--- config.mk ---
export PLATFORM = sky130hd
export DESIGN_NAME = pae_alarm_eval
export DESIGN_NICKNAME = d
export VERILOG_FILES = /design/src/pkg/pae_pkg.sv /design/src/hw/pae_alarm_eval.sv /design/src/hw/pae_sync.sv /design/src/hw/pae_rate.sv
export SDC_FILE = /design/constraint.sdc
export NUM_CORES = 2
export LEC_CHECK = 0
export BUFFER_PORTS_ARGS = -buffer_cell sky130_fd_sc_hd__buf_4
export CAP_MARGIN = 0
export CORE_MARGIN = 3
export CORE_UTILIZATION = 55
export CTS_CLUSTER_DIAMETER = 80
export CTS_CLUSTER_SIZE = 28
export DETAILED_ROUTE_END_ITERATION = 6
export HOLD_SLACK_MARGIN = 0.03
export PLACE_DENSITY_LB_ADDON = 0.3
export SLEW_MARGIN = 25
export SYNTH_ARGS = -nofsm -noshare
export SYNTH_HDL_FRONTEND = slang
export SYNTH_HIERARCHICAL = 1
export SYNTH_SLANG_ARGS = --single-unit
--- constraint.sdc ---
create_clock -name CLK_IN -period 10.9 [get_ports CLK_IN]
set_clock_uncertainty 0.15 [all_clocks]
set_input_delay 0.545 -clock CLK_IN [delete_from_list [all_inputs] [get_ports CLK_IN]]
set_output_delay 0.545 -clock CLK_IN [all_outputs]
set_load 0.01 [all_outputs]
--- src/pkg/pae_pkg.sv ---
`default_nettype none
package pae_pkg;
    // clock and sampling
    localparam int CLK_HZ        = 25_000_000;
    localparam int SAMPLE_MS     = 50;
    localparam int SAMPLE_CYCLES = CLK_HZ / 1000 * SAMPLE_MS;

    // widths
    localparam int NA  = 4;            // alarm count
    localparam int AIW = $clog2(NA);
    localparam int VW  = 16;           // value width, signed
    localparam int EW  = VW + 2;       // headroom for sums
    localparam int TYW = 5;            // alarm type code width
    localparam int RPW = 10;           // rate period width
    localparam int AW  = 12;           // apb address width

    // value scale: one lsb is 1/100 engineering unit
    localparam int SCALE = 100;
    localparam logic [VW-1:0] ALM1_VALUE_DEF = VW'(10 * SCALE);
    localparam logic [VW-1:0] ALM_VALUE_DEF  = 16'h0000;
    localparam logic [EW-1:0] HYS_TEMP_DEF   = EW'(20);  // 0.2 deg
    localparam logic [EW-1:0] HYS_ANALOG_DEF = EW'(2);   // 0.02 %fs
    localparam logic [EW-1:0] HYS_MV_DEF     = EW'(50);  // 0.50 %

    // rate-of-change period in sampling cycles
    localparam logic [RPW-1:0] RATE_DEF = 10'h014;
    localparam logic [RPW-1:0] RATE_MIN = 10'h001;
    localparam logic [RPW-1:0] RATE_MAX = 10'h3e7;

    // alarm type codes
    localparam logic [TYW-1:0] T_OFF       = 5'h00;
    localparam logic [TYW-1:0] T_UPLO      = 5'h01;
    localparam logic [TYW-1:0] T_UP        = 5'h02;
    localparam logic [TYW-1:0] T_LO        = 5'h03;
    localparam logic [TYW-1:0] T_RANGE     = 5'h04;
    localparam logic [TYW-1:0] T_UPLO_SB   = 5'h05;
    localparam logic [TYW-1:0] T_UP_SB     = 5'h06;
    localparam logic [TYW-1:0] T_LO_SB     = 5'h07;
    localparam logic [TYW-1:0] T_ABS_UP    = 5'h08;
    localparam logic [TYW-1:0] T_ABS_LO    = 5'h09;
    localparam logic [TYW-1:0] T_ABS_UP_SB = 5'h0a;
    localparam logic [TYW-1:0] T_ABS_LO_SB = 5'h0b;
    localparam logic [TYW-1:0] T_RATE      = 5'h0d;
    localparam logic [TYW-1:0] T_SP_UP     = 5'h0e;
    localparam logic [TYW-1:0] T_SP_LO     = 5'h0f;
    localparam logic [TYW-1:0] T_MV_UP     = 5'h10;
    localparam logic [TYW-1:0] T_MV_LO     = 5'h11;

    // register map
    localparam logic [AW-1:0] REG_CTRL   = 12'h000;
    localparam logic [AW-1:0] REG_RATE   = 12'h004;
    localparam logic [AW-1:0] REG_STATUS = 12'h008;
    localparam int            ALM_SHIFT  = 4;
    localparam logic [AW-1:0] ALM_BASE   = 12'h010;
    localparam logic [AW-1:0] ALM_END    = 12'h050;
    localparam logic [ALM_SHIFT-1:0] ALM_TYPE   = 4'h0;
    localparam logic [ALM_SHIFT-1:0] ALM_VALUE  = 4'h4;
    localparam logic [ALM_SHIFT-1:0] ALM_LIMITS = 4'h8;
    localparam logic [ALM_SHIFT-1:0] ALM_HYS    = 4'hc;

    // field positions
    localparam int CTRL_AUX1    = 0;
    localparam int CTRL_SPTGT   = 1;
    localparam int CTRL_RESTART = 2;
    localparam int CTRL_HEATCL  = 3;
    localparam int CTRL_ASSIGN  = 4;
    localparam int TYPE_LATCH   = 8;
    localparam int LIM_UPPER    = 16;
    localparam int ST_OUT       = 0;
    localparam int ST_STANDBY   = 4;
    localparam int ST_ABOVE     = 8;
    localparam int ST_BELOW     = 12;
    localparam logic [NA-1:0] ASSIGN_DEF = 4'hf;
endpackage
`default_nettype wire

--- src/hw/pae_alarm_eval.sv ---
// Decided for this implementation: the register addresses and the APB interface to the registers.
`timescale 1ns/1ps
`default_nettype none
module pae_alarm_eval
    import pae_pkg::*;
#(
    parameter int SAMPLE_CYC = SAMPLE_CYCLES
) (
    input  wire logic          CLK_IN,
    input  wire logic          NRST_IN,
    input  wire logic          PSEL_IN,
    input  wire logic          PENABLE_IN,
    input  wire logic          PWRITE_IN,
    input  wire logic [AW-1:0] PADDR_IN,
    input  wire logic [31:0]   PWDATA_IN,
    output logic      [31:0]   PRDATA_OUT,
    output logic               PREADY_OUT,
    output logic               PSLVERR_OUT,
    input  wire logic [VW-1:0] PV_IN,
    input  wire logic [VW-1:0] RAMP_SP_IN,
    input  wire logic [VW-1:0] TARGET_SP_IN,
    input  wire logic [VW-1:0] MV_HEAT_IN,
    input  wire logic [VW-1:0] MV_COOL_IN,
    input  wire logic          ANALOG_INPUT_IN,
    input  wire logic          LEVEL_ENTRY_IN,
    input  wire logic          FUNCTION_KEY_IN,
    input  wire logic          EVENT_IN,
    output logic      [NA-1:0] ALARM_OUT,
    output logic               SAMPLE_TICK_OUT
);
    localparam int TW = $clog2(SAMPLE_CYC);

    typedef struct packed {
        logic [TW-1:0]            tick_cnt;
        logic                     tick;
        logic                     aux1_heater;
        logic [NA-1:0]            assign_en;
        logic                     sp_target;
        logic                     restart_b;
        logic                     heat_cool;
        logic [RPW-1:0]           rate_period;
        logic [NA-1:0][TYW-1:0]   typ;
        logic [NA-1:0]            latch_en;
        logic [NA-1:0][VW-1:0]    value;
        logic [NA-1:0][VW-1:0]    upper;
        logic [NA-1:0][VW-1:0]    lower;
        logic [NA-1:0][VW-1:0]    hys;
        logic [NA-1:0]            hys_set;
        logic [NA-1:0]            above;
        logic [NA-1:0]            below;
        logic [NA-1:0]            standby;
        logic [NA-1:0]            out;
        logic [VW-1:0]            last_target;
        logic                     key_q;
        logic                     evt_q;
        logic [31:0]              prdata;
    } pae_state_t;

    pae_state_t st;
    pae_state_t next_st;

    logic               key_s;
    logic               evt_s;
    logic signed [EW-1:0] delta;
    logic [NA-1:0]      raw;
    logic [NA-1:0]      nxt_above;
    logic [NA-1:0]      nxt_below;
    logic [NA-1:0]      sb_type;
    logic [NA-1:0]      en;
    logic [NA-1:0][VW-1:0] hys_eff;

    // decode signals
    logic [AW-1:0]        a_off;
    logic                 is_alm;
    logic                 hit;
    logic                 wr;
    logic [AIW-1:0]       ai;
    logic [ALM_SHIFT-1:0] sub;
    logic [31:0]          rd;

    // key and event pins from outside pass two flops first
    pae_sync u_key_sync (
        .clk_in  (CLK_IN),
        .nrst_in (NRST_IN),
        .d_in    (FUNCTION_KEY_IN),
        .q_out   (key_s)
    );

    pae_sync u_evt_sync (
        .clk_in  (CLK_IN),
        .nrst_in (NRST_IN),
        .d_in    (EVENT_IN),
        .q_out   (evt_s)
    );

    // pv rate of change over the programmed period
    pae_rate u_rate (
        .clk_in    (CLK_IN),
        .nrst_in   (NRST_IN),
        .tick_in   (st.tick),
        .pv_in     (PV_IN),
        .period_in (st.rate_period),
        .delta_out (delta)
    );

    // per-alarm quantity, limits and hysteresis compare
    for (genvar g = 0; g < NA; g++) begin : g_alm
        logic [TYW-1:0]       t;
        logic signed [EW-1:0] x;
        logic signed [EW-1:0] hi;
        logic signed [EW-1:0] lo;
        logic signed [EW-1:0] hy;
        logic signed [EW-1:0] sp;
        logic                 up_k;
        logic                 lo_k;
        logic                 out_k;
        logic                 in_k;
        logic                 dev_k;
        logic                 mv_k;
        logic                 neg;
        logic                 na;
        logic                 nb;
        logic                 ovl;

        always_comb begin
            t     = st.typ[g];
            up_k  = t inside {T_UP, T_UP_SB, T_ABS_UP, T_ABS_UP_SB,
                              T_RATE, T_SP_UP, T_MV_UP};
            lo_k  = t inside {T_LO, T_LO_SB, T_ABS_LO, T_ABS_LO_SB,
                              T_SP_LO, T_MV_LO};
            out_k = t inside {T_UPLO, T_UPLO_SB};
            in_k  = (t == T_RANGE);
            dev_k = t inside {[T_UPLO:T_LO_SB]};
            mv_k  = t inside {T_MV_UP, T_MV_LO};
            neg   = st.value[g][VW-1];
            sp    = EW'(signed'(RAMP_SP_IN));
            x     = EW'(signed'(PV_IN));
            hi    = EW'(signed'(st.value[g]));
            lo    = EW'(signed'(st.value[g]));
            if (dev_k) begin
                if (out_k || in_k) begin
                    hi = sp + EW'(signed'(st.upper[g]));
                    lo = sp - EW'(signed'(st.lower[g]));
                end else begin
                    hi = sp + EW'(signed'(st.value[g]));
                    lo = sp - EW'(signed'(st.value[g]));
                end
            end
            if (t == T_RATE) begin
                x  = neg ? -delta : delta;
                hi = neg ? -hi : hi;
            end
            if (t inside {T_SP_UP, T_SP_LO}) begin
                x = st.sp_target ? EW'(signed'(TARGET_SP_IN)) : sp;
            end
            if (t == T_MV_UP) begin
                x = EW'(signed'(MV_HEAT_IN));
            end
            if (t == T_MV_LO) begin
                x = st.heat_cool ? EW'(signed'(MV_COOL_IN)) :
                                   EW'(signed'(MV_HEAT_IN));
            end
            // default hysteresis until software writes one
            if (st.hys_set[g]) begin
                hy = EW'(signed'(st.hys[g]));
            end else if (mv_k) begin
                hy = signed'(HYS_MV_DEF);
            end else if (ANALOG_INPUT_IN) begin
                hy = signed'(HYS_ANALOG_DEF);
            end else begin
                hy = signed'(HYS_TEMP_DEF);
            end
            // on past the point, off only back past hysteresis
            na  = st.above[g] ? (x > hi - hy) : (x > hi);
            nb  = st.below[g] ? (x < lo + hy) : (x < lo);
            ovl = (out_k || in_k) && (hi - hy <= lo + hy);
        end

        assign nxt_above[g] = na;
        assign nxt_below[g] = nb;
        assign hys_eff[g]   = hy[VW-1:0];
        assign sb_type[g]   = t inside {T_UPLO_SB, T_UP_SB, T_LO_SB,
                                        T_ABS_UP_SB, T_ABS_LO_SB};
        assign raw[g] = !ovl && ((up_k && na) || (lo_k && nb) ||
                        (out_k && (na || nb)) ||
                        (in_k && !(na || nb)));
        assign en[g] = st.assign_en[g] && !(g == 0 && st.aux1_heater)
                       && (up_k || lo_k || out_k || in_k);
    end

    // apb address decode and read mux
    always_comb begin
        a_off  = PADDR_IN - ALM_BASE;
        is_alm = (PADDR_IN >= ALM_BASE) && (PADDR_IN < ALM_END);
        ai     = a_off[ALM_SHIFT +: AIW];
        sub    = PADDR_IN[ALM_SHIFT-1:0];
        hit    = (PADDR_IN[1:0] == 2'b00) && (is_alm ||
                 PADDR_IN inside {REG_CTRL, REG_RATE, REG_STATUS});
        wr     = PSEL_IN && PENABLE_IN && PWRITE_IN && hit;
        rd     = '0;
        if (is_alm && hit) begin // refused reads fall through to zero
            case (sub)
                ALM_TYPE: begin
                    rd[TYW-1:0]  = st.typ[ai];
                    rd[TYPE_LATCH] = st.latch_en[ai];
                end
                ALM_VALUE: begin
                    rd[VW-1:0] = st.value[ai];
                end
                ALM_LIMITS: begin
                    rd[LIM_UPPER +: VW] = st.upper[ai];
                    rd[VW-1:0]          = st.lower[ai];
                end
                default: begin
                    rd[VW-1:0] = hys_eff[ai];
                end
            endcase
        end else begin
            case (PADDR_IN)
                REG_CTRL: begin
                    rd[CTRL_AUX1]        = st.aux1_heater;
                    rd[CTRL_SPTGT]       = st.sp_target;
                    rd[CTRL_RESTART]     = st.restart_b;
                    rd[CTRL_HEATCL]      = st.heat_cool;
                    rd[CTRL_ASSIGN +: NA] = st.assign_en;
                end
                REG_RATE: begin
                    rd[RPW-1:0] = st.rate_period;
                end
                REG_STATUS: begin
                    rd[ST_OUT +: NA]     = st.out;
                    rd[ST_STANDBY +: NA] = st.standby;
                    rd[ST_ABOVE +: NA]   = st.above;
                    rd[ST_BELOW +: NA]   = st.below;
                end
                default: begin
                    rd = '0;
                end
            endcase
        end
    end

    // next state: tick, alarm evaluation, register writes
    always_comb begin
        logic clr;
        logic sp_chg;
        logic alarm;
        clr     = 1'b0;
        sp_chg  = 1'b0;
        alarm   = 1'b0;
        next_st = st;

        // 50 ms sampling tick
        if (st.tick_cnt == TW'(SAMPLE_CYC - 1)) begin
            next_st.tick_cnt = '0;
            next_st.tick     = 1'b1;
        end else begin
            next_st.tick_cnt = st.tick_cnt + 1'b1;
            next_st.tick     = 1'b0;
        end

        // latch clear sources: level entry as a level, rising edges of synced key and event pins
        next_st.key_q = key_s;
        next_st.evt_q = evt_s;
        clr = LEVEL_ENTRY_IN || (key_s && !st.key_q) ||
              (evt_s && !st.evt_q);

        if (st.tick) begin
            next_st.last_target = TARGET_SP_IN;
            sp_chg = (TARGET_SP_IN != st.last_target);
        end

        for (int i = 0; i < NA; i++) begin
            if (st.tick) begin
                next_st.above[i] = en[i] && nxt_above[i];
                next_st.below[i] = en[i] && nxt_below[i];
                alarm = en[i] && raw[i] &&
                        !(sb_type[i] && st.standby[i]);
                // leaving the range ends the wait
                if (sb_type[i] && st.standby[i] && !raw[i]) begin
                    next_st.standby[i] = 1'b0;
                end
                // a new alarm wins over a clear in the same cycle
                next_st.out[i] = alarm || (st.latch_en[i] &&
                                 st.out[i] && !clr);
            end else if (clr) begin
                next_st.out[i] = 1'b0;
            end
            // restart condition a: sp change or alarm rewrite
            if (!st.restart_b && (sp_chg ||
                (wr && is_alm && ai == AIW'(i)))) begin
                next_st.standby[i] = 1'b1;
            end
        end

        // register writes at the apb access edge
        if (wr) begin
            if (is_alm) begin
                case (sub)
                    ALM_TYPE: begin
                        next_st.typ[ai]      = PWDATA_IN[TYW-1:0];
                        next_st.latch_en[ai] = PWDATA_IN[TYPE_LATCH];
                        next_st.above[ai]    = 1'b0;
                        next_st.below[ai]    = 1'b0;
                    end
                    ALM_VALUE: begin
                        next_st.value[ai] = PWDATA_IN[VW-1:0];
                    end
                    ALM_LIMITS: begin
                        next_st.upper[ai] = PWDATA_IN[LIM_UPPER +: VW];
                        next_st.lower[ai] = PWDATA_IN[VW-1:0];
                    end
                    default: begin
                        next_st.hys[ai]     = PWDATA_IN[VW-1:0];
                        next_st.hys_set[ai] = 1'b1;
                    end
                endcase
            end else begin
                case (PADDR_IN)
                    REG_CTRL: begin
                        next_st.aux1_heater = PWDATA_IN[CTRL_AUX1];
                        next_st.sp_target   = PWDATA_IN[CTRL_SPTGT];
                        next_st.restart_b   = PWDATA_IN[CTRL_RESTART];
                        next_st.heat_cool   = PWDATA_IN[CTRL_HEATCL];
                        next_st.assign_en = PWDATA_IN[CTRL_ASSIGN +: NA];
                    end
                    REG_RATE: begin
                        if (PWDATA_IN == '0) begin
                            next_st.rate_period = RATE_MIN;
                        end else if (PWDATA_IN > 32'(RATE_MAX)) begin
                            next_st.rate_period = RATE_MAX;
                        end else begin
                            next_st.rate_period = PWDATA_IN[RPW-1:0];
                        end
                    end
                    default: begin
                        next_st.rate_period = st.rate_period;
                    end
                endcase
            end
        end

        // read data captured in the setup phase
        if (PSEL_IN && !PENABLE_IN) begin
            next_st.prdata = rd;
        end
    end

    // state register with power-up values
    always_ff @(posedge CLK_IN or negedge NRST_IN) begin
        if (!NRST_IN) begin
            st             <= '0;
            st.assign_en   <= ASSIGN_DEF;
            st.rate_period <= RATE_DEF;
            st.typ         <= {NA{T_UP}};
            st.value[0]    <= ALM1_VALUE_DEF;
            st.value[1]    <= ALM_VALUE_DEF;
            st.value[2]    <= ALM_VALUE_DEF;
            st.value[3]    <= ALM_VALUE_DEF;
            st.standby     <= '1;
        end else begin
            st <= next_st;
        end
    end

    // outputs
    assign PRDATA_OUT      = st.prdata;
    assign PREADY_OUT      = 1'b1;
    assign PSLVERR_OUT     = PSEL_IN && PENABLE_IN && !hit;
    assign ALARM_OUT       = st.out;
    assign SAMPLE_TICK_OUT = st.tick;
endmodule // pae_alarm_eval
`default_nettype wire

--- src/hw/pae_sync.sv ---
`timescale 1ns/1ps
`default_nettype none
module pae_sync
    import pae_pkg::*;
(
    input  wire logic clk_in,
    input  wire logic nrst_in,
    input  wire logic d_in,
    output logic      q_out
);
    typedef struct packed {
        logic s1;
        logic s2;
    } pae_sync_t;

    pae_sync_t st;
    pae_sync_t next_st;

    // two-flop chain, only s2 leaves
    always_comb begin
        next_st    = st;
        next_st.s1 = d_in;
        next_st.s2 = st.s1;
    end

    always_ff @(posedge clk_in or negedge nrst_in) begin
        if (!nrst_in) begin
            st <= '0;
        end else begin
            st <= next_st;
        end
    end

    assign q_out = st.s2;
endmodule // pae_sync
`default_nettype wire

--- src/hw/pae_rate.sv ---
`timescale 1ns/1ps
`default_nettype none
module pae_rate
    import pae_pkg::*;
(
    input  wire logic                 clk_in,
    input  wire logic                 nrst_in,
    input  wire logic                 tick_in,
    input  wire logic [VW-1:0]        pv_in,
    input  wire logic [RPW-1:0]       period_in,
    output logic signed [EW-1:0]      delta_out
);
    typedef struct packed {
        logic [RPW-1:0] cnt;
        logic [VW-1:0]  prev;
        logic [EW-1:0]  delta;
        logic           valid;
    } pae_rate_t;

    pae_rate_t st;
    pae_rate_t next_st;

    // period counter; difference taken at each period end
    always_comb begin
        next_st = st;
        if (tick_in) begin
            if (st.cnt + 1'b1 >= period_in) begin
                next_st.cnt   = '0;
                next_st.prev  = pv_in;
                next_st.valid = 1'b1;
                next_st.delta = st.valid ?
                    EW'(signed'(pv_in)) - EW'(signed'(st.prev)) :
                    '0;
            end else begin
                next_st.cnt = st.cnt + 1'b1;
            end
        end
    end

    always_ff @(posedge clk_in or negedge nrst_in) begin
        if (!nrst_in) begin
            st <= '0;
        end else begin
            st <= next_st;
        end
    end

    assign delta_out = signed'(st.delta);
endmodule // pae_rate
`default_nettype wire

==> impl_metrics.ini <==
[status]
run_status = complete, but fails checks
violations = design-rule violations

[setup_path]
crit_slowest_cell = dfrtp_1
end_kind = flip-flop
critPathLaunchType = flip-flop
crit_required_ns = 11.23
crit_path_max_incr_delay_ns = 0.56
crit_fanout = 35
critical-path-top-delay-family = compound AO/OA/AOI/OAI gates
critical_path_class = flip-flop to flip-flop
cpMostUsedCell = o21ai_0
critPathBufInv = 2
critPathArrivalTime_ns = 9.34

[synth]
syn_inst = 5963
synth.distinct_cells = 99
ys.flop_type = dfrtp_1
seq_area_frac_synth_pct = 21.95
syn-cell-area_sq_um = 50040
syn_avg_cell_area_sq_um = 8.391
yosysTopAreaCell = dfrtp_1
synth.most_common_cell = ha_1
synth_top_area_share_pct = 20.90
synth_nets = 6758
synth-edff-count = 0
synthTopCellsByArea = dfrtp_1, ha_1, mux2_2
synthesis.yosys.warnings = 6
ys_ff_latch = 438
synth_commonest_cells = ha_1, nand2_1, inv_1, dfrtp_1, a21oi_1
ys_async_sr_fraction_pct = 100.0

[route]
dr_total_vias = 48241
first_pass_iters = 7
wirelength_um = 217600
postRouteAntennaNets = 0
drtIter0Drc = 6228
via_per_inst = 6.741
route.detailed.drc = 7
post_drt_wl_per_cell_um = 30.41

[cts]
htree_levels = 2
insertion_delay_ns = 0.64
path_clk_slew_ns = 0.10
cts_buffers = 34
post_cts_buffers = 0
holdBufCountCts = 13
clock_sinks = 438
cts_tree = done
cts_resized = 0
clock_path_buffers = 3
root_buffer = clkbuf_16

[floorplanning]
core_area_sq_um = 89330
chipWidth_um = 307.6
io_pins = 172
initial_core_util_pct = 56.02
die_y_um = 307.6
num_rows = 109
dieArea_sq_um = 94630

[placement]
post-place-ws_ns = 2.118
port-buffer-count = 170
placed_cells = 7070
placed_area_sq_um = 52160
routabilityCongestion = 1.111
dp_hpwl_um = 173900

[flow_run]
drv_cap = 0

[sta]
min_period_ns = 9.008
hold_violations = 0
slew_headroom_pct = 21.46
rsz0062_at_grt = no
layout_setup_ws_ns = 1.892
period_share_pct = 82.65
finalSetupViolations = 0
slew_violations = 0
max_freq_mhz = 111.0
worst_hold_slack_ns = 0.04478
worst_pin_slew_ns = 1.174
tns_ns = 0

[global_routing]
grt_pass1_wl_um = 308900
grt_max_degree = 103
antenna_found_initial = 31
grt.total_usage_pct = 44.67
grt_pass1_vias = 45264
grt_overflow = 0

[pwr]
p_per_area_nw_per_um2 = 70.49
totalPowerFinal_mw = 3.770
p_leak_nw = 25.94
max-vdd-ir-drop_mv = 0.1166

[layout]
finish.utilization_pct = 59.87
drive_gt1_share_pct = 13.25
fin_cells = 7156
final_cell_area_sq_um = 53480
nNetsFinal = 6751
area_growth_pct = 6.881

[hold_path]
hp-class = input port to flip-flop
==> report_power, final <==
group / switching, mW / leakage (nW) / internal (mW)
Sequential: 0.00516 / 5.85 / 1.63
Combinational: 0.520 / 19.6 / 0.279
Clock: 0.709 / 0.532 / 0.626
Total: 1.23 / 25.9 / 2.53
==> cells by family (layout without fill, tap and decap cells) <==
kind of cell,Yosys count,in the layout,synth area share (%)
buffers and inverters,753,769,6.116
adders and majority gates,667,667,16.91
other,1,13,0.007494
xor gates and xnor gates,378,378,6.671
DFF,438,438,21.95
muxes,509,509,12.54
AOI/OAI and AO/OA,1533,1533,19.94
and+or+nand+nor,1684,1684,15.86
==> final timing paths <==
path | start | endpoint | slack, ns | depth (start not counted)
min in group asynchronous | NRST_IN | st[80] | 0.45 | 2
worst min-delay path | PWDATA_IN[27] | st[257] | 0.04 | 2
max in group asynchronous | NRST_IN | u_rate/delta_out[6] | 8.20 | 4
worst max register to register | g_alm[2].t[3] | st[56] | 1.89 | 34
worst min register to register | u_key_sync/next_st[0] | u_key_sync/q_out | 0.22 | 0
worst max-delay path | g_alm[2].t[3] | st[56] | 1.89 | 34
==> registers in the layout (all words and copies together) (netlist names) <==
name	count
PRDATA_OUT	32
u_evt_sync/next_st	1
u_key_sync/q_out	1
SAMPLE_TICK_OUT	1
u_rate/st	27
g_alm.t	20
u_key_sync/next_st	1
u_evt_sync/q_out	1
st	329
u_rate/delta_out	17
g_alm.neg	4
ALARM_OUT	4
==> layout by cell type, fill, tap and decap left out, drive strengths merged, types with 164 or more instances in the layout <==
cell type	count
ha	645
nand2	635
inv	446
dfrtp	418
a21oi	376
o21ai	360
nor2	356
mux2	323
buf	259
xnor2	212
a21o	164
xor2	164
==> routing by layer <==
layer  up-vias  track usage, %  wire length, um
li1      21491               -                -
met1     23162           56.65            83640
met2      2896           65.96            90330
met3       680           12.76            25570
met4        12           30.24            18000
met5         -               0               88
==> layout make-up <==
| class | count | area (sq um) |
|---|---|---|
| Clock buffer | 42 | 910.9 |
| Inverter | 438 | 1644 |
| Sequential cell | 438 | 10990 |
| Antenna cell | 12 | 30.03 |
| Multi-Input combinational cell | 4772 | 36150 |
| Timing Repair Buffer | 272 | 2113 |
| Clock inverter | 17 | 192.7 |
| Tap cell | 1165 | 1458 |
| Fill cell | 8092 | 35850 |
Note: power is estimated with default switching activity, not from simulation.
